**config.mk**
```make
export PLATFORM = sky130hd
export DESIGN_NAME = aag_core
export DESIGN_NICKNAME = d
export VERILOG_FILES = /design/src/aag_rshift.v /design/src/aag_core.v
export VERILOG_INCLUDE_DIRS = /design/src
export SDC_FILE = /design/constraint.sdc
export NUM_CORES = 1
export LEC_CHECK = 0
export ABC_AREA = 0
export BUFFER_PORTS_ARGS = -buffer_cell sky130_fd_sc_hd__clkbuf_2
export CORE_UTILIZATION = 60
export CTS_BUF_LIST = sky130_fd_sc_hd__clkbuf_8
export CTS_CLUSTER_SIZE = 10
export DETAILED_ROUTE_END_ITERATION = 8
export HOLD_SLACK_MARGIN = 0.15
export PLACE_DENSITY = 0.9
export SLEW_MARGIN = 10
export SYNTH_ARGS = -nofsm -noshare
export SYNTH_HDL_FRONTEND = slang
export SYNTH_SLANG_ARGS = --single-unit
```
**constraint.sdc**
```tcl
create_clock -name clk -period 8.91 [get_ports clk]
set_input_delay 0.4455 -clock clk [delete_from_list [all_inputs] [get_ports clk]]
set_output_delay 0.4455 -clock clk [all_outputs]
set_load 0.005 [all_outputs]
```
**src/aag_map.vh**
```
`ifndef AAG_MAP_VH
`define AAG_MAP_VH

// ****************************************
// Register offsets on the plain port
// ****************************************
`define AAG_ADDR_W 4
`define AAG_OFF_ACC 4'h0
`define AAG_OFF_CARRY 4'h1
`define AAG_OFF_LOC_HI 4'h2
`define AAG_OFF_LOC_LO 4'h3
`define AAG_OFF_IW_HI 4'h4
`define AAG_OFF_IW_LO 4'h5
`define AAG_OFF_GO 4'h6
`define AAG_OFF_STATUS 4'h7
`define AAG_OFF_EA_HI 4'h8
`define AAG_OFF_EA_LO 4'h9

// ****************************************
// Memory geometry
// ****************************************
`define AAG_PAGES 64
`define AAG_PAGE_BYTES 256
`define AAG_MADDR_W 14
`define AAG_PAGE_W 6
`define AAG_BYTE_W 8
`define AAG_PAGE_END 8'hFF

// ****************************************
// Instruction classes written to GO
// ****************************************
`define AAG_CLS_SHORT 2'h0
`define AAG_CLS_SHIFT 2'h1
`define AAG_CLS_MEMREF 2'h2

// ****************************************
// Field positions (word bit 15 is the leading bit)
// ****************************************
`define AAG_MR_IND 9
`define AAG_MR_PAGE 8
`define AAG_SF_NZ 2
`define AAG_SF_NC 1
`define AAG_SF_NM 0
`define AAG_SR_CO 10
`define AAG_SR_CI 9
`define AAG_SR_NC 1
`define AAG_SR_NM 0
`define AAG_PTR_STEP 7
`define AAG_PTR_PEND 6

// ****************************************
// Short-form operation codes, word bits 7..3
// ****************************************
`define AAG_OP_NOTHING 5'h07
`define AAG_OP_INC 5'h08
`define AAG_OP_TEST 5'h09
`define AAG_OP_CPL 5'h0A
`define AAG_OP_DBL 5'h0B
`define AAG_OP_ZERO 5'h0C
`define AAG_OP_CSET 5'h0D
`define AAG_OP_CCLR 5'h0E
`define AAG_OP_CINV 5'h0F

// ****************************************
// Shift/rotate operation codes, word bits 15..11
// ****************************************
`define AAG_OP_MOVE 5'h18
`define AAG_OP_ROT 5'h19

// ****************************************
// Reset values and location counter steps
// ****************************************
`define AAG_RST_ACC 8'h00
`define AAG_RST_LOC 14'h0000
`define AAG_RST_IW 16'h0000
`define AAG_STEP_SHORT 14'h0001
`define AAG_STEP_LONG 14'h0002
`define AAG_STEP_SKIP 14'h0002

`endif

```
**src/aag_rshift.v**
```verilog
`include "aag_map.vh"

// ****************************************
// Right shift or rotate by one to eight places
// ****************************************
module aag_rshift (
  input wire [7:0] din,
  input wire cin,
  input wire [3:0] count,
  input wire rotate,
  input wire ci_sel,
  input wire co_sel,
  output reg [7:0] dout,
  output reg cout
);

  integer i;
  reg bit_out;

  // Step one place at a time so the carry chain behaves per step
  always @* begin
    dout = din;
    cout = cin;
    bit_out = 1'b0;
    for (i = 0; i < 8; i = i + 1) begin
      if (i < count) begin
        bit_out = dout[0]; // Bit leaving A7
        if (rotate) begin
          dout = {bit_out, dout[7:1]};
        end else if (ci_sel) begin
          dout = {cout, dout[7:1]};
        end else begin
          dout = {1'b0, dout[7:1]};
        end
        if (co_sel) begin
          cout = bit_out;
        end
      end
    end
  end

endmodule

```
**src/aag_core.v**
```verilog
// Decided for this implementation: the placing of the registers and the plain strobed port.
`include "aag_map.vh"

// How it works
// - Storage is 64 pages of 256 bytes, 16384 bytes total.
// - A 14-bit address: upper six bits page, lower eight bits byte offset.
// - Direct mode uses the address field as offset, page zero or current page.
// - Indirect mode reads a two-byte pointer from page zero or current page.
// - With the step flag set, the pointer offset is incremented before use.
// - Increment touches only the pointer offset; it wraps inside its page.
// - Page-end flag with stepping skips unless the new offset is FF.
// - Page-end flag is ignored when the step flag is clear.
// - Accumulator ops take three skip tests; carry ops take only carry-clear.
// - Short-form skip tests use state from before the operation.
// - increment_acc adds one and loads carry from the top bit.
// - test_and_skip only tests and skips; nothing else changes.
// - complement_accumulator inverts the accumulator, carry unchanged.
// - double_acc adds accumulator to itself, carry from the top bit.
// - zero_acc clears the accumulator after testing, carry unchanged.
// - do_nothing changes nothing and never skips.
// - Carry set, clear, invert after the carry-clear test; accumulator kept.
// - Shifts and rotates move right only, one to eight places, logically.
// - Shift and rotate skip tests use the results after execution.
// - Shift count field holds the ones complement of the distance.
// - logical_right_move: carry out from A7 and carry in to A0, each only when selected.
// - right_rotate feeds A7 into A0, and into carry when selected.
// - A taken skip adds two extra bytes to the location counter.
module aag_core (
  input wire clk,
  input wire rst,
  input wire [3:0] bus_addr,
  input wire [7:0] bus_wdata,
  input wire bus_wr,
  input wire bus_rd,
  output reg [7:0] bus_rdata,
  output reg [13:0] mem_addr,
  output reg [7:0] mem_wdata,
  output reg mem_wr,
  output reg mem_rd,
  input wire [7:0] mem_rdata,
  output reg busy,
  output reg done
);

  // ****************************************
  // States
  // ****************************************
  localparam [2:0] ST_IDLE = 3'b000;
  localparam [2:0] ST_EXEC = 3'b001;
  localparam [2:0] ST_PTR0 = 3'b010;
  localparam [2:0] ST_PTR1 = 3'b011;
  localparam [2:0] ST_PTR2 = 3'b100;
  localparam [2:0] ST_PTR3 = 3'b101;

  // ****************************************
  // Architectural and control registers
  // ****************************************
  reg [7:0] acc_reg;
  reg carry_reg;
  reg [13:0] loc_reg;
  reg [15:0] iword_reg;
  reg [1:0] class_reg;
  reg [2:0] state_reg;
  reg skip_reg;
  reg bad_reg;
  reg ea_ok_reg;
  reg [13:0] ea_reg;
  reg [13:0] ptr_reg;
  reg [7:0] ptr_hi_reg;

  // ****************************************
  // Short-form datapath
  // ****************************************
  wire [4:0] s_op;
  wire c_nz;
  wire c_nc;
  wire c_nm;
  reg [7:0] s_acc;
  reg s_carry;
  reg s_skip;
  reg s_bad;
  reg [8:0] s_sum;

  assign s_op = iword_reg[7:3];
  // Tests sample the state left by the previous instruction
  assign c_nz = iword_reg[`AAG_SF_NZ] && (acc_reg != 8'h00);
  assign c_nc = iword_reg[`AAG_SF_NC] && !carry_reg;
  assign c_nm = iword_reg[`AAG_SF_NM] && !acc_reg[7];

  // Operation decode; A0 is acc_reg[7], A7 is acc_reg[0]
  always @* begin
    s_acc = acc_reg;
    s_carry = carry_reg;
    s_skip = 1'b0;
    s_bad = 1'b0;
    s_sum = 9'h000;
    case (s_op)
      `AAG_OP_INC: begin
        s_sum = {1'b0, acc_reg} + 9'h001;
        s_acc = s_sum[7:0];
        s_carry = s_sum[8];
        s_skip = c_nz | c_nc | c_nm;
      end
      `AAG_OP_TEST: begin
        s_skip = c_nz | c_nc | c_nm;
      end
      `AAG_OP_CPL: begin
        s_acc = ~acc_reg;
        s_skip = c_nz | c_nc | c_nm;
      end
      `AAG_OP_DBL: begin
        s_sum = {1'b0, acc_reg} + {1'b0, acc_reg};
        s_acc = s_sum[7:0];
        s_carry = s_sum[8];
        s_skip = c_nz | c_nc | c_nm;
      end
      `AAG_OP_ZERO: begin
        s_acc = 8'h00;
        s_skip = c_nz | c_nc | c_nm;
      end
      `AAG_OP_NOTHING: begin
        s_skip = 1'b0;
      end
      // Carry operations honour only the carry-clear test
      `AAG_OP_CSET: begin
        s_carry = 1'b1;
        s_skip = c_nc;
      end
      `AAG_OP_CCLR: begin
        s_carry = 1'b0;
        s_skip = c_nc;
      end
      `AAG_OP_CINV: begin
        s_carry = ~carry_reg;
        s_skip = c_nc;
      end
      default: begin
        s_bad = 1'b1;
      end
    endcase
  end

  // ****************************************
  // Shift/rotate datapath
  // ****************************************
  wire [4:0] r_op;
  wire [2:0] r_cnt_inv;
  wire [3:0] r_count;
  wire [7:0] r_acc;
  wire r_carry;
  wire r_skip;
  wire r_bad;

  assign r_op = iword_reg[15:11];
  assign r_cnt_inv = ~iword_reg[7:5];
  // All-ones field means eight places
  assign r_count = (r_cnt_inv == 3'b000) ? 4'h8 : {1'b0, r_cnt_inv};
  assign r_bad = (r_op != `AAG_OP_MOVE) && (r_op != `AAG_OP_ROT);

  aag_rshift u_rshift (
    .din(acc_reg),
    .cin(carry_reg),
    .count(r_count),
    .rotate(r_op == `AAG_OP_ROT),
    .ci_sel(iword_reg[`AAG_SR_CI]),
    .co_sel(iword_reg[`AAG_SR_CO]),
    .dout(r_acc),
    .cout(r_carry)
  );

  // Tests look at the results
  assign r_skip = (iword_reg[`AAG_SR_NC] && !r_carry) || (iword_reg[`AAG_SR_NM] && !r_acc[7]);

  // ****************************************
  // Address generation
  // ****************************************
  wire [5:0] cur_page;
  wire [5:0] ref_page;
  wire [13:0] direct_ea;
  wire [7:0] ptr_off_inc;
  wire step_flag;
  wire pend_flag;

  assign cur_page = loc_reg[13:8];
  assign ref_page = iword_reg[`AAG_MR_PAGE] ? cur_page : 6'h00;
  assign direct_ea = {ref_page, iword_reg[7:0]};
  assign step_flag = ptr_hi_reg[`AAG_PTR_STEP];
  assign pend_flag = ptr_hi_reg[`AAG_PTR_PEND];
  assign ptr_off_inc = mem_rdata + 8'h01;

  // ****************************************
  // Sequencer, memory port and register port
  // ****************************************
  always @(posedge clk or posedge rst) begin
    if (rst) begin
      acc_reg <= `AAG_RST_ACC;
      carry_reg <= 1'b0;
      loc_reg <= `AAG_RST_LOC;
      iword_reg <= `AAG_RST_IW;
      class_reg <= `AAG_CLS_SHORT;
      state_reg <= ST_IDLE;
      skip_reg <= 1'b0;
      bad_reg <= 1'b0;
      ea_ok_reg <= 1'b0;
      ea_reg <= `AAG_RST_LOC;
      ptr_reg <= `AAG_RST_LOC;
      ptr_hi_reg <= 8'h00;
      bus_rdata <= 8'h00;
      mem_addr <= `AAG_RST_LOC;
      mem_wdata <= 8'h00;
      mem_wr <= 1'b0;
      mem_rd <= 1'b0;
      busy <= 1'b0;
      done <= 1'b0;
    end else begin
      // Strobes default low
      mem_rd <= 1'b0;
      mem_wr <= 1'b0;
      done <= 1'b0;
      bus_rdata <= 8'h00;

      // Register reads, data in the following cycle
      if (bus_rd) begin
        if (bus_addr == `AAG_OFF_ACC) begin
          bus_rdata <= acc_reg;
        end else if (bus_addr == `AAG_OFF_CARRY) begin
          bus_rdata <= {7'h00, carry_reg};
        end else if (bus_addr == `AAG_OFF_LOC_HI) begin
          bus_rdata <= {2'b00, loc_reg[13:8]};
        end else if (bus_addr == `AAG_OFF_LOC_LO) begin
          bus_rdata <= loc_reg[7:0];
        end else if (bus_addr == `AAG_OFF_IW_HI) begin
          bus_rdata <= iword_reg[15:8];
        end else if (bus_addr == `AAG_OFF_IW_LO) begin
          bus_rdata <= iword_reg[7:0];
        end else if (bus_addr == `AAG_OFF_STATUS) begin
          bus_rdata <= {4'h0, bad_reg, ea_ok_reg, skip_reg, busy};
        end else if (bus_addr == `AAG_OFF_EA_HI) begin
          bus_rdata <= {2'b00, ea_reg[13:8]};
        end else if (bus_addr == `AAG_OFF_EA_LO) begin
          bus_rdata <= ea_reg[7:0];
        end
      end

      // Register writes are taken only while idle
      if (bus_wr && (state_reg == ST_IDLE)) begin
        if (bus_addr == `AAG_OFF_ACC) begin
          acc_reg <= bus_wdata;
        end else if (bus_addr == `AAG_OFF_CARRY) begin
          carry_reg <= bus_wdata[0];
        end else if (bus_addr == `AAG_OFF_LOC_HI) begin
          loc_reg[13:8] <= bus_wdata[5:0];
        end else if (bus_addr == `AAG_OFF_LOC_LO) begin
          loc_reg[7:0] <= bus_wdata;
        end else if (bus_addr == `AAG_OFF_IW_HI) begin
          iword_reg[15:8] <= bus_wdata;
        end else if (bus_addr == `AAG_OFF_IW_LO) begin
          iword_reg[7:0] <= bus_wdata;
        end else if (bus_addr == `AAG_OFF_GO) begin
          class_reg <= bus_wdata[1:0];
          skip_reg <= 1'b0;
          bad_reg <= 1'b0;
          ea_ok_reg <= 1'b0;
          busy <= 1'b1;
          if ((bus_wdata[1:0] == `AAG_CLS_MEMREF) && iword_reg[`AAG_MR_IND]) begin
            ptr_reg <= direct_ea;
            state_reg <= ST_PTR0;
          end else begin
            state_reg <= ST_EXEC;
          end
        end
      end

      case (state_reg)
        // Fetch pointer byte one
        ST_PTR0: begin
          mem_rd <= 1'b1;
          mem_addr <= ptr_reg;
          state_reg <= ST_PTR1;
        end
        // Fetch pointer byte two, staying in the pointer's page
        ST_PTR1: begin
          mem_rd <= 1'b1;
          mem_addr <= {ptr_reg[13:8], ptr_reg[7:0] + 8'h01};
          state_reg <= ST_PTR2;
        end
        ST_PTR2: begin
          ptr_hi_reg <= mem_rdata;
          state_reg <= ST_PTR3;
        end
        // Offset byte arrives; with the step flag set, step it and write it back
        ST_PTR3: begin
          if (step_flag) begin
            ea_reg <= {ptr_hi_reg[5:0], ptr_off_inc};
            mem_wr <= 1'b1;
            mem_addr <= {ptr_reg[13:8], ptr_reg[7:0] + 8'h01};
            mem_wdata <= ptr_off_inc;
            skip_reg <= pend_flag && (ptr_off_inc != `AAG_PAGE_END);
          end else begin
            ea_reg <= {ptr_hi_reg[5:0], mem_rdata};
            skip_reg <= 1'b0;
          end
          state_reg <= ST_EXEC;
        end
        // Finish and advance the location counter
        ST_EXEC: begin
          state_reg <= ST_IDLE;
          busy <= 1'b0;
          done <= 1'b1;
          if (class_reg == `AAG_CLS_SHORT) begin
            acc_reg <= s_acc;
            carry_reg <= s_carry;
            skip_reg <= s_skip;
            bad_reg <= s_bad;
            loc_reg <= loc_reg + `AAG_STEP_SHORT + (s_skip ? `AAG_STEP_SKIP : 14'h0000);
          end else if (class_reg == `AAG_CLS_SHIFT) begin
            if (!r_bad) begin
              acc_reg <= r_acc;
              carry_reg <= r_carry;
            end
            skip_reg <= r_skip && !r_bad;
            bad_reg <= r_bad;
            loc_reg <= loc_reg + `AAG_STEP_LONG + ((r_skip && !r_bad) ? `AAG_STEP_SKIP : 14'h0000);
          end else if (class_reg == `AAG_CLS_MEMREF) begin
            ea_ok_reg <= 1'b1;
            if (!iword_reg[`AAG_MR_IND]) begin
              ea_reg <= direct_ea;
            end
            loc_reg <= loc_reg + `AAG_STEP_LONG + (skip_reg ? `AAG_STEP_SKIP : 14'h0000);
          end else begin
            bad_reg <= 1'b1;
            loc_reg <= loc_reg + `AAG_STEP_SHORT;
          end
        end
        default: begin
        end
      endcase
    end
  end

  // geometry: 14-bit addresses reach 64 pages of 256 bytes.

endmodule

```
# Word level (Yosys, flattened, before mapping)
# Cells that the tools add are included.
dict set report classes {
  n_addsub 9
  n_mul 0
  n_div 0
  order_cmp 8
  n_eq_ne 49
  n_shift 0
  n_mux 149
  n_bitwise 11
  n_reduce_logical 44
}
# operator count
set op_table {}
lappend op_table {{$mux 8} 43}
lappend op_table {{$mux 14} 12}
lappend op_table {{$mux 1} 72}
lappend op_table {{$add 14x2->14} 3}
lappend op_table {{$pmux 14 s3} 1}
lappend op_table {{$eq 5x4->1 const B} 8}
lappend op_table {{$ne 6x1->1 const B} 6}
lappend op_table {{$pmux 8 s4} 1}
lappend op_table {{$pmux 14 s2} 1}
lappend op_table {{$mux 3} 8}
lappend op_table {{$reduce_and 8->1} 3}
lappend op_table {{$add 8x1->8 const B} 2}
lappend op_table {{$eq 4x3->1 const B} 4}
lappend op_table {{$lt 3x4->1 const A} 4}
lappend op_table {{$pmux 3 s5} 1}
lappend op_table {{$add 14x1->14 const B} 1}
lappend op_table {{$add 14x2->14 const B} 1}
lappend op_table {{$mux 6} 2}
lappend op_table {{$ne 2x1->1 const B} 6}
lappend op_table {{$reduce_bool 6->1} 2}
lappend op_table {{$logic_and 1x1->1} 10}
lappend op_table {{$ne 2x2->1 const B} 5}
lappend op_table {{$ne 5x5->1 const B} 2}
lappend op_table {{$reduce_and 5->1} 2}
lappend op_table {{other kinds (42)} 70}
dict set report word_totals {
  reg_bits 117
  latchBits 0
  mem_bits_rw 0
  romBits 0
  input_bits 24
  out_inout_bits 34
  word_cells 291
  n_memories 0
}

# Depth between registers and ports, before layout
# Gate-level depths: netlist (run 1).
dict set report logic_depth {
  depth_word 35
  ltp_mapped 18
  mapped_depth_nobuf 15
}

# By module
# Synthesis (run 1) repeated with hierarchy kept, for this count alone.
dict set report unflattened {
  hier_cells 1091
  hier_area_um2 9183.8
}
# module n_inst cells_per_inst area_each_um2 seq_area_each_um2
set by_module_without_submodules {}
lappend by_module_without_submodules {aag_core 1 902 7977.7 2927.8}
lappend by_module_without_submodules {aag_rshift 1 189 1206.2 0.0}

# Worst setup path before layout (run 1)
# OpenSTA, ideal clock, no wires.
dict set report synth_path {
  path_type {register to register}
  from {register iword_reg[6]}
  to {register loc_reg[13]}
  setup_time_ps 131
  arrival_ps 3644
  required_ps 8779
  setup_slack_ps 5135
  path_stages_with_launch 17
  path_buffers 1
  path_cell_list {dfrtp_1 -> buf_2 -> or3b_1 -> a21o_1 -> nand3_1 -> o21ai_1 -> a211o_1 -> a211o_1 -> o31ai_2 -> ha_1 -> ha_1 -> nand2_1 -> nor4b_4 -> or4b_1 -> o2111ai_1 -> o221a_1 -> o21ai_1}
}
dict set report synth_via {
  elab_chain_len 34
  elab_cells_between_ends 72
  classes_between {2 x add/sub; 8 x order compare; 8 x eq/ne; 44 x mux; 1 x bitwise; 9 x reduce/logical}
}
# element line_no
set synth_rtl {}
lappend synth_rtl {{start: declaration} aag_core.v:61} ;# reg [15:0] iword_reg;
lappend synth_rtl {{start signal: assignment} aag_core.v:199} ;# iword_reg <= `AAG_RST_IW;
lappend synth_rtl {{start signal: assignment} aag_core.v:258} ;# iword_reg[7:0] <= bus_wdata;
lappend synth_rtl {{$not 3->3} aag_core.v:155} ;# assign r_cnt_inv = ~iword_reg[7:5];
lappend synth_rtl {{$logic_not 3->1} aag_core.v:157} ;# assign r_count = (r_cnt_inv == 3'b000) ? 4'h8 : {1'b0, r_cnt_inv};
lappend synth_rtl {{$mux 4} aag_core.v:157}
lappend synth_rtl {{$lt 1x4->1} aag_rshift.v:26} ;# if (i < count) begin
lappend synth_rtl {{$mux 8} aag_rshift.v:26}
lappend synth_rtl {{$mux 8} aag_rshift.v:30} ;# end else if (ci_sel) begin
lappend synth_rtl {{$mux 8} aag_rshift.v:28} ;# if (rotate) begin
lappend synth_rtl {{$mux 8} aag_rshift.v:26}
lappend synth_rtl {{[18 not listed]} -}
lappend synth_rtl {{$logic_and 1x1->1} aag_core.v:172} ;# assign r_skip = (iword_reg[`AAG_SR_NC] && !r_carry) || (iword_reg[`AAG_SR_NM] && !r_acc[7]);
lappend synth_rtl {{$logic_or 1x1->1} aag_core.v:172}
lappend synth_rtl {{$logic_and 1x1->1} aag_core.v:323} ;# loc_reg <= loc_reg + `AAG_STEP_LONG + ((r_skip && !r_bad) ? `AAG_STEP_SKIP : 14'h0000);
lappend synth_rtl {{$mux 2} aag_core.v:323}
lappend synth_rtl {{$add 14x2->14} aag_core.v:323}
lappend synth_rtl {{$mux 14} aag_core.v:316} ;# end else if (class_reg == `AAG_CLS_SHIFT) begin
lappend synth_rtl {{$mux 14 (*)} aag_core.v:310} ;# if (class_reg == `AAG_CLS_SHORT) begin
lappend synth_rtl {{$mux 14 (*)} aag_core.v:274} ;# case (state_reg)
lappend synth_rtl {{end signal: assignment} aag_core.v:315} ;# loc_reg <= loc_reg + `AAG_STEP_SHORT + (s_skip ? `AAG_STEP_SKIP : 14'h0000);
lappend synth_rtl {{end signal: assignment} aag_core.v:323}
lappend synth_rtl {{end signal: assignment} aag_core.v:329} ;# loc_reg <= loc_reg + `AAG_STEP_LONG + (skip_reg ? `AAG_STEP_SKIP : 14'h0000);
lappend synth_rtl {{end: declaration} aag_core.v:60} ;# reg [13:0] loc_reg;
# Mark *: on every way between the ends. The rest lies on a longest branch, timed or not.
# A chain may end at the register's enable or synchronous reset.

# Worst setup path in the final report (run 1)
dict set report layout_path {
  from {register iword_reg[7]}
  to {register loc_reg[13]}
}
# Same word-level chain as after synthesis.

==> metrics.yaml, run 1 <==
status:
  outcome: "complete, but fails checks"
  failed_checks: "DRC"
die:
  die_x_um: 125
  core_um2: 14600
  num_rows: 44
  initial_core_util_pct: 62.2
  dieHeight_um: 125
  ios: 58
  die_area_um2: 15700
detailed_routing:
  routedWlPerCell_um: 21.9
  num_vias: 8978
  detail-route-antenna-nets: 0
  drtPass1Iterations: 9
  viasPerCell: 6.99
  drt_wl_total_um: 28100
  drc: 2
  drt_iter0_drc: 1470
pwr:
  p_int_mw: 1.49
  p_per_area_nw_per_um2: 299
  power_switching_mw: 1.39
  p_sw_share_pct: 48.3
  clockPowerShare_pct: 16.2
  p_leak_nw: 4.05
  seqPwrFrac_pct: 34.2
  combPwrFrac_pct: 49.6
  ir_drop_v: 0.000190
logic_synthesis:
  syn_inst: 1094
  async_reset_ff_share_pct: 100
  yosys.area.top_type: "dfrtp_1"
  syn_avg_cell_area_um2: 8.32
  seq_area_frac_synth_pct: 32.2
  syn_area_um2: 9100
  ys_warn_count: 0
  ys_ff_latch: 117
  ys_types: 95
  synthTopCellsByArea: "dfrtp_1, nand2_1, mux2_2, o21ai_0, nor2_1"
  synth_flop_cell: "dfrtp_1"
  synth-edff-count: 0
  synth_nets: 1131
  netlist.area_leader.share_pct: 32.2
worst_setup_path:
  cp.arrival_ps: 4960
  critPathKind: "reg -> reg"
  crit_fanout: 51
  crit_path_start_kind: "flop"
  worstPathRequired_ps: 9220
  cp-end-kind: "flop"
finish:
  layout-drive-gt1-share_pct: 15.7
  syn_to_final_growth_pct: 5.92
  fin_nets: 1127
  largest_reg_flops: 16
  final_area_um2: 9640
  diodes: 0
clocking:
  clk_pin_slew_ps: 70
  cts-root-buf: "clkbuf_8"
  ctsHtreeMaxLevel: 4
  cts_tree: "yes"
  hold_buffers: 1
  insertion_delay_ps: 440
  cts_buffers: 17
  clk_path_buf_depth: 2
  post_cts_buffers: 0
  clock-sinks: 117
  postCtsResizedCells: 0
sta:
  finalCriticalPeriod_ps: 4650
  maxSlewViolCount: 0
  hold_viol_final: 0
  setup_viol: 0
  rsz0062_at_grt: "no"
  max_slew_margin_pct: 15.8
  worst_pin_slew_ps: 1250
  setup_tns_ps: 0
  fmax_ghz: 0.215
  fin_skew_ps: 11.9
  fin_crit_sh_pct: 52.1
global_route:
  track_usage_pct: 36.7
  grt_pass1_wl_um: 45300
  grt_max_degree: 67
  overflow: 0
  grt_pass1_vias: 8278
  antenna_found_initial: 0
placed_design:
  port_buffers: 57
  dpl_cell_area_um2: 9260
  gp_congestion: 0.975
  dp_hpwl_um: 20000
hold_path:
  hold_path_class: "in -> reg"
run:
  drv_cap: 0
-- layer usage --
metal | global-route usage [%] | vias to the layer above | part of all wire (%)
li1 | - | 4025 | -
met1 | 48.9 | 4191 | 39
met2 | 55.5 | 644 | 45
met3 | 9.63 | 118 | 12
met4 | 18.0 | 0 | 4.4
met5 | 0 | - | 0
-- stage by stage --
step	hold slack [ps]	worst slack (ps)	cells	total power, mW	util, %
floorplan	444	5140	1094	2.02	-
global placement	460	4410	1254	2.33	63.2
detailed placement	467	4370	1254	2.36	63.2
CTS	292	4350	1285	2.83	65.8
global route	332	4010	1285	3.05	65.8
finish	322	4260	1285	2.88	65.8
-- critical path, stage by stage, from the launching register on --
cell       delay (ps)
dfrtp_1           320
buf_4             420
or3b_1            430
a21o_1            180
nand3_1            70
o21ai_1           200
a211o_1           360
a211o_1           310
o31ai_2           400
ha_1              270
ha_1              210
nand2_1           140
nor4b_4           330
or4b_1            480
o2111ai_1         120
o221a_1           200
o21ai_1            50
-- final cells by class --
type / count / area, µm²
clock buffer: 17 / 234
clock inverter: 13 / 136
inverter: 28 / 108
tap: 184 / 230
multi-input combinational: 859 / 5640
sequential: 117 / 2930
timing repair buffer: 67 / 363
fill: 1191 / 5000
-- kinds of logic (layout without fill, tap and decap cells) --
| group | count (synthesis) | in the layout | synth area share (%) |
|---|---|---|---|
| AO/OA/AOI/OAI | 330 | 330 | 24.8 |
| buffers and inverters | 118 | 125 | 5.84 |
| XOR/XNOR | 55 | 55 | 5.29 |
| multiplexers | 68 | 68 | 9.24 |
| AND/OR/NAND/NOR | 393 | 393 | 20.9 |
| flip-flops | 117 | 117 | 32.2 |
| adder cells (fa/ha/maj) | 13 | 13 | 1.79 |
-- layout by cell type (no fill, tap or decap), types with 24 or more instances in the layout --
master and count:
dfrtp_1 117, nand3_1 27, a21oi_1 59, nand2_1 157, o21ai_0 84, nor2_1 80, mux2_2 44, clkbuf_2 57
inv_1 27, xnor2_1 32, nor3_1 24
-- Yosys cell counts, drive strengths merged, types with 6 or more instances --
library cell	instances
nand4	13
a211oi	11
o22ai	20
o2111ai	7
nor2b	12
mux4	8
o31ai	13
a221oi	6
dfrtp	117
a21oi	63
mux2	48
clkbuf	56
xor2	23
nand3	28
xnor2	32
a22oi	18
or2	6
buf	34
and2	10
nand2	158
o211ai	7
nor2	80
ha	13
o21ai	95
inv	28
and3	17
nor3	24
nand2b	8
mux2i	12
a31oi	14
a222oi	7
-- power groups by stage --
stage | logic (mW) | registers, mW | clock network, mW
3_3_place_gp | 1.36 | 0.967 | 0
4_1_cts | 1.39 | 0.966 | 0.471
2_1_floorplan | 1.27 | 0.750 | 0
5_1_grt | 1.56 | 1.00 | 0.493
3_5_place_dp | 1.38 | 0.974 | 0
6_report | 1.43 | 0.986 | 0.467
-- final timing paths --
path / startpoint / to / slack [ps] / cells after the start
hold reg to reg: ea_reg[13] / ea_reg[13] / 480 / 2
min in group asynchronous: rst / mem_addr[1] / 630 / 3
setup reg to reg: iword_reg[7] / loc_reg[13] / 4260 / 16
max in group asynchronous: rst / acc_reg[4] / 7010 / 4
hold / removal: bus_wr / state_reg[1] / 320 / 3
setup / recovery: iword_reg[7] / loc_reg[13] / 4260 / 16
Note: power is estimated with default switching activity, not from simulation.
==> run 2, diff against run 1 <==
--- a/config.mk
+++ b/config.mk
@@ -6,9 +6,9 @@
 export SDC_FILE = /design/constraint.sdc
 export NUM_CORES = 1
 export LEC_CHECK = 0
-export ABC_AREA = 0
+export ABC_AREA = 1
 export BUFFER_PORTS_ARGS = -buffer_cell sky130_fd_sc_hd__clkbuf_2
-export CORE_UTILIZATION = 60
+export CORE_UTILIZATION = 57
 export CTS_BUF_LIST = sky130_fd_sc_hd__clkbuf_8
 export CTS_CLUSTER_SIZE = 10
 export DETAILED_ROUTE_END_ITERATION = 8
==> constraint.sdc (replaced) <==
create_clock -name clk -period 4.03 [get_ports clk]
set_input_delay 0.2015 -clock clk [delete_from_list [all_inputs] [get_ports clk]]
set_output_delay 0.2015 -clock clk [all_outputs]
set_load 0.005 [all_outputs]
==> metrics.yaml, run 2 <==
worst_setup_path:
  crit_path_start_kind: "flop"  # unchanged
  worst-path-buf-inv: 2  # was 1
  cp.arrival_ps: 4040  # was 4960 ps
  cp_slowest_cell: "dfrtp_2"  # was or4b_1
  crit_family: "simple AND/OR/NAND/NOR gates"  # was compound AO/OA/AOI/OAI gates
  critPathKind: "reg -> reg"  # unchanged
  worstPathRequired_ps: 4350  # was 9220 ps
  crit_chain: "inv_2 > buf_4 > nand2_1 > nand3_2 > nand3_1 > nand2_1 > nand2_1 > nand3_1 > nand2_1 > nand3_1 > nand3_1 > nand3_1 > nand3_1 > a21oi_2 > ha_1 > ha_1 > nand2_1 > nor3_1 > a21oi_1 > o21ai_0 > o221ai_1 > mux2i_1 > o221ai_1"  # was buf_4 > or3b_1 > a21o_1 > nand3_1 > o21ai_1 > a211o_1 > a211o_1 > o31ai_2 > ha_1 > ha_1 > nand2_1 > nor4b_4 > or4b_1 > o2111ai_1 > o221a_1 > o21ai_1
  crit_top_cell: "nand3_1"
  crit_fanout: 9  # was 51
  max_stage_delay_ps: 460  # was 480 ps
  cp-end-kind: "flop"  # unchanged
die:
  dieHeight_um: 126  # was 125 µm
  initial_core_util_pct: 59.2  # was 62.2%
  die_area_um2: 15800  # was 15700 µm²
  ios: 58  # unchanged
  core_um2: 14700  # was 14600 µm²
  die_x_um: 126  # was 125 µm
  num_rows: 44  # unchanged
detailed_routing:
  drc: 7  # was 2
  drt_wl_total_um: 29100  # was 28100 µm
  drtPass1Iterations: 9  # unchanged
  routedWlPerCell_um: 18.3  # was 21.9 µm
  num_vias: 9967  # was 8978
  dr_wl_met3_um: 3700  # was 3270 µm
  wl_met2_um: 12700  # about the same
  wl_met1_um: 11200  # was 10900 µm
  highest_layer: "met4"  # unchanged
  detail-route-antenna-nets: 0  # unchanged
  drt_iter0_drc: 1443  # was 1470
  viasPerCell: 6.25  # was 6.99
hold_path:
  hold_path_class: "in -> reg"  # unchanged
pwr:
  ir_drop_v: 0.000404  # was 0.000190 V
  total_power_mw: 7.41  # was 2.88 mW
  p_leak_nw: 4.85  # was 4.05 nW
  p_per_area_nw_per_um2: 754  # was 299 nW/µm²
finish:
  fin_nets: 1435  # was 1127
  largest_reg_flops: 16  # unchanged
  layout-drive-gt1-share_pct: 11.6  # was 15.7%
  layout.cells.most_common: "nand2_1"  # unchanged
  final_core_util_pct: 66.8  # was 65.8%
  final_cell_mix: "nand2_1, inv_1, o21ai_0, nand3_1, dfrtp_1"  # was nand2_1, dfrtp_1, o21ai_0, nor2_1, a21oi_1
  layout.cells.non_filler: 1594  # was 1285
  diodes: 0  # unchanged
  syn_to_final_growth_pct: 13.0  # was 5.92%
sta:
  hold_viol_final: 0  # unchanged
  fmax_ghz: 0.269  # was 0.215 GHz
  finalCriticalPeriod_ps: 3720  # was 4650 ps
  layout_setup_ws_ps: 312  # was 4260 ps
  maxSlewViolCount: 0  # unchanged
  setup_viol: 0  # unchanged
  worst_pin_slew_ps: 730  # was 1250 ps
  fin_skew_ps: 12.5  # was 11.9 ps
  hold_ws_ps: 254  # was 322 ps
  max_slew_margin_pct: 51.2  # was 15.8%
  fin_crit_sh_pct: 92.3  # was 52.1%
logic_synthesis:
  synth_nets: 1356  # was 1131
  syn_avg_cell_area_um2: 6.59  # was 8.32 µm²
  ys_warn_count: 0  # unchanged
  yosys.area.top_type: "dfrtp_1"  # unchanged
  synth.most_common_cell: "nand2_1"  # unchanged
  synthTopCellsByArea: "dfrtp_1, nand2_1, o21ai_0, nand3_1, inv_1"  # was dfrtp_1, nand2_1, mux2_2, o21ai_0, nor2_1
  netlist.area_leader.share_pct: 33.7  # was 32.2%
  yosys-top-cells-count: "nand2_1, inv_1, o21ai_0, nand3_1, dfrtp_1"  # was nand2_1, dfrtp_1, o21ai_0, nor2_1, a21oi_1
  syn_area_um2: 8690  # was 9100 µm²
  seq_area_frac_synth_pct: 33.7  # was 32.2%
  synth_flop_cell: "dfrtp_1"  # unchanged
  async_reset_ff_share_pct: 100  # unchanged
  syn_inst: 1319  # was 1094
  ys_ff_latch: 117  # unchanged
  ys_types: 46  # was 95
  synth-edff-count: 0  # unchanged
clocking:
  clock-sinks: 117  # unchanged
  clk_path_buf_depth: 2  # unchanged
  clk_pin_slew_ps: 80  # was 70 ps
  ctsHtreeMaxLevel: 4  # unchanged
  cts-root-buf: "clkbuf_8"  # unchanged
  cts_buffers: 17  # unchanged
  insertion_delay_ps: 460  # was 440 ps
  cts_tree: "yes"  # unchanged
status:
  outcome: "complete, but fails checks"  # unchanged
  failed_checks: "DRC"  # unchanged
placed_design:
  port_buffers: 57  # unchanged
  gp_congestion: 1.00  # was 0.975
  dp.cells: 1538  # was 1254
  dp_hpwl_um: 21200  # was 20000 µm
  dp_slack_ps: 152  # was 4370 ps
global_route:
  track_usage_pct: 37.6  # was 36.7%
  grt_pass1_wl_um: 46400  # was 45300 µm
  grt_max_degree: 48  # was 67
  overflow: 0  # unchanged
  grt_pass1_vias: 9178  # was 8278
  antenna_found_initial: 0  # unchanged
run:
  drv_cap: 0  # unchanged
run 2: kinds of logic after synthesis:
logic type	synth area share, %
buffers and inverters	8.99
XOR/XNOR	3.91
flip-flops	33.7
AO/OA/AOI/OAI	18.2
AND/OR/NAND/NOR	33.2
adder cells (fa/ha/maj)	1.87
multiplexers	0.115
run 2: where the power goes:
part / leakage [nW] / switching [mW] / internal, mW
logic: 3.15 / 2.93 / 1.35
registers: 1.51 / 0.530 / 1.56
clock network: 0.191 / 0.535 / 0.509
run 2: final cells by class:
cell class	instances	area [µm²]
Multi-Input combinational cell	998	5010
Fill cell	1255	4870
Sequential cell	117	2930
Timing Repair Buffer	102	676
Inverter	162	611
Clock buffer	18	248
Tap cell	184	230
Clock inverter	13	123
run 2: repair_timing:
action                                 4_1_cts  5_1_grt
resized for setup                            0        8
setup endpoints to repair                    0       10
endpoints found under the hold margin       74        0
hold buffers                                21        0
setup buffers                                0        4
run 2: worst paths after layout:
kind                       cells past startpoint      endpoint  slack, ps          from
setup / recovery                              23    loc_reg[7]        310  iword_reg[5]
hold / removal                                 6  bus_rdata[0]        250   bus_addr[0]
setup reg to reg                              23    loc_reg[7]        310  iword_reg[5]
hold reg to reg                                2   mem_addr[8]        480    ptr_reg[8]
max in group asynchronous                      4       bad_reg       2620           rst
min in group asynchronous                      3    ea_reg[12]        350           rst
run 2: metrics by stage:
| step | TNS, ps | instance area (µm²) |
|---|---|---|
| global route | -16.7 | 9820 |
| global placement | 0 | 9190 |
| finish | 0 | 9820 |
| CTS | 0 | 9770 |
| floorplan | 0 | 8690 |
| detailed placement | 0 | 9190 |
run 2: worst register-to-register path, cell delays in order, from the launching register on:
cell      delay, ps
dfrtp_2         460
inv_2           100
buf_4           170
nand2_1          80
nand3_2         170
nand3_1         140
nand2_1         140
nand2_1         100
nand3_1         100
nand2_1          70
nand3_1          80
nand3_1         100
nand3_1         140
nand3_1         120
a21oi_2         210
ha_1            240
ha_1            190
nand2_1         120
nor3_1          280
a21oi_1         100
o21ai_0          80
o221ai_1        120
mux2i_1         140
o221ai_1        110
run 2: metal layers:
layer | GRT usage, % | vias up
li1 | - | 4564
met1 | 48.7 | 4507
met2 | 57.7 | 736
met3 | 9.29 | 160
met4 | 20.8 | 0
met5 | 0 | -
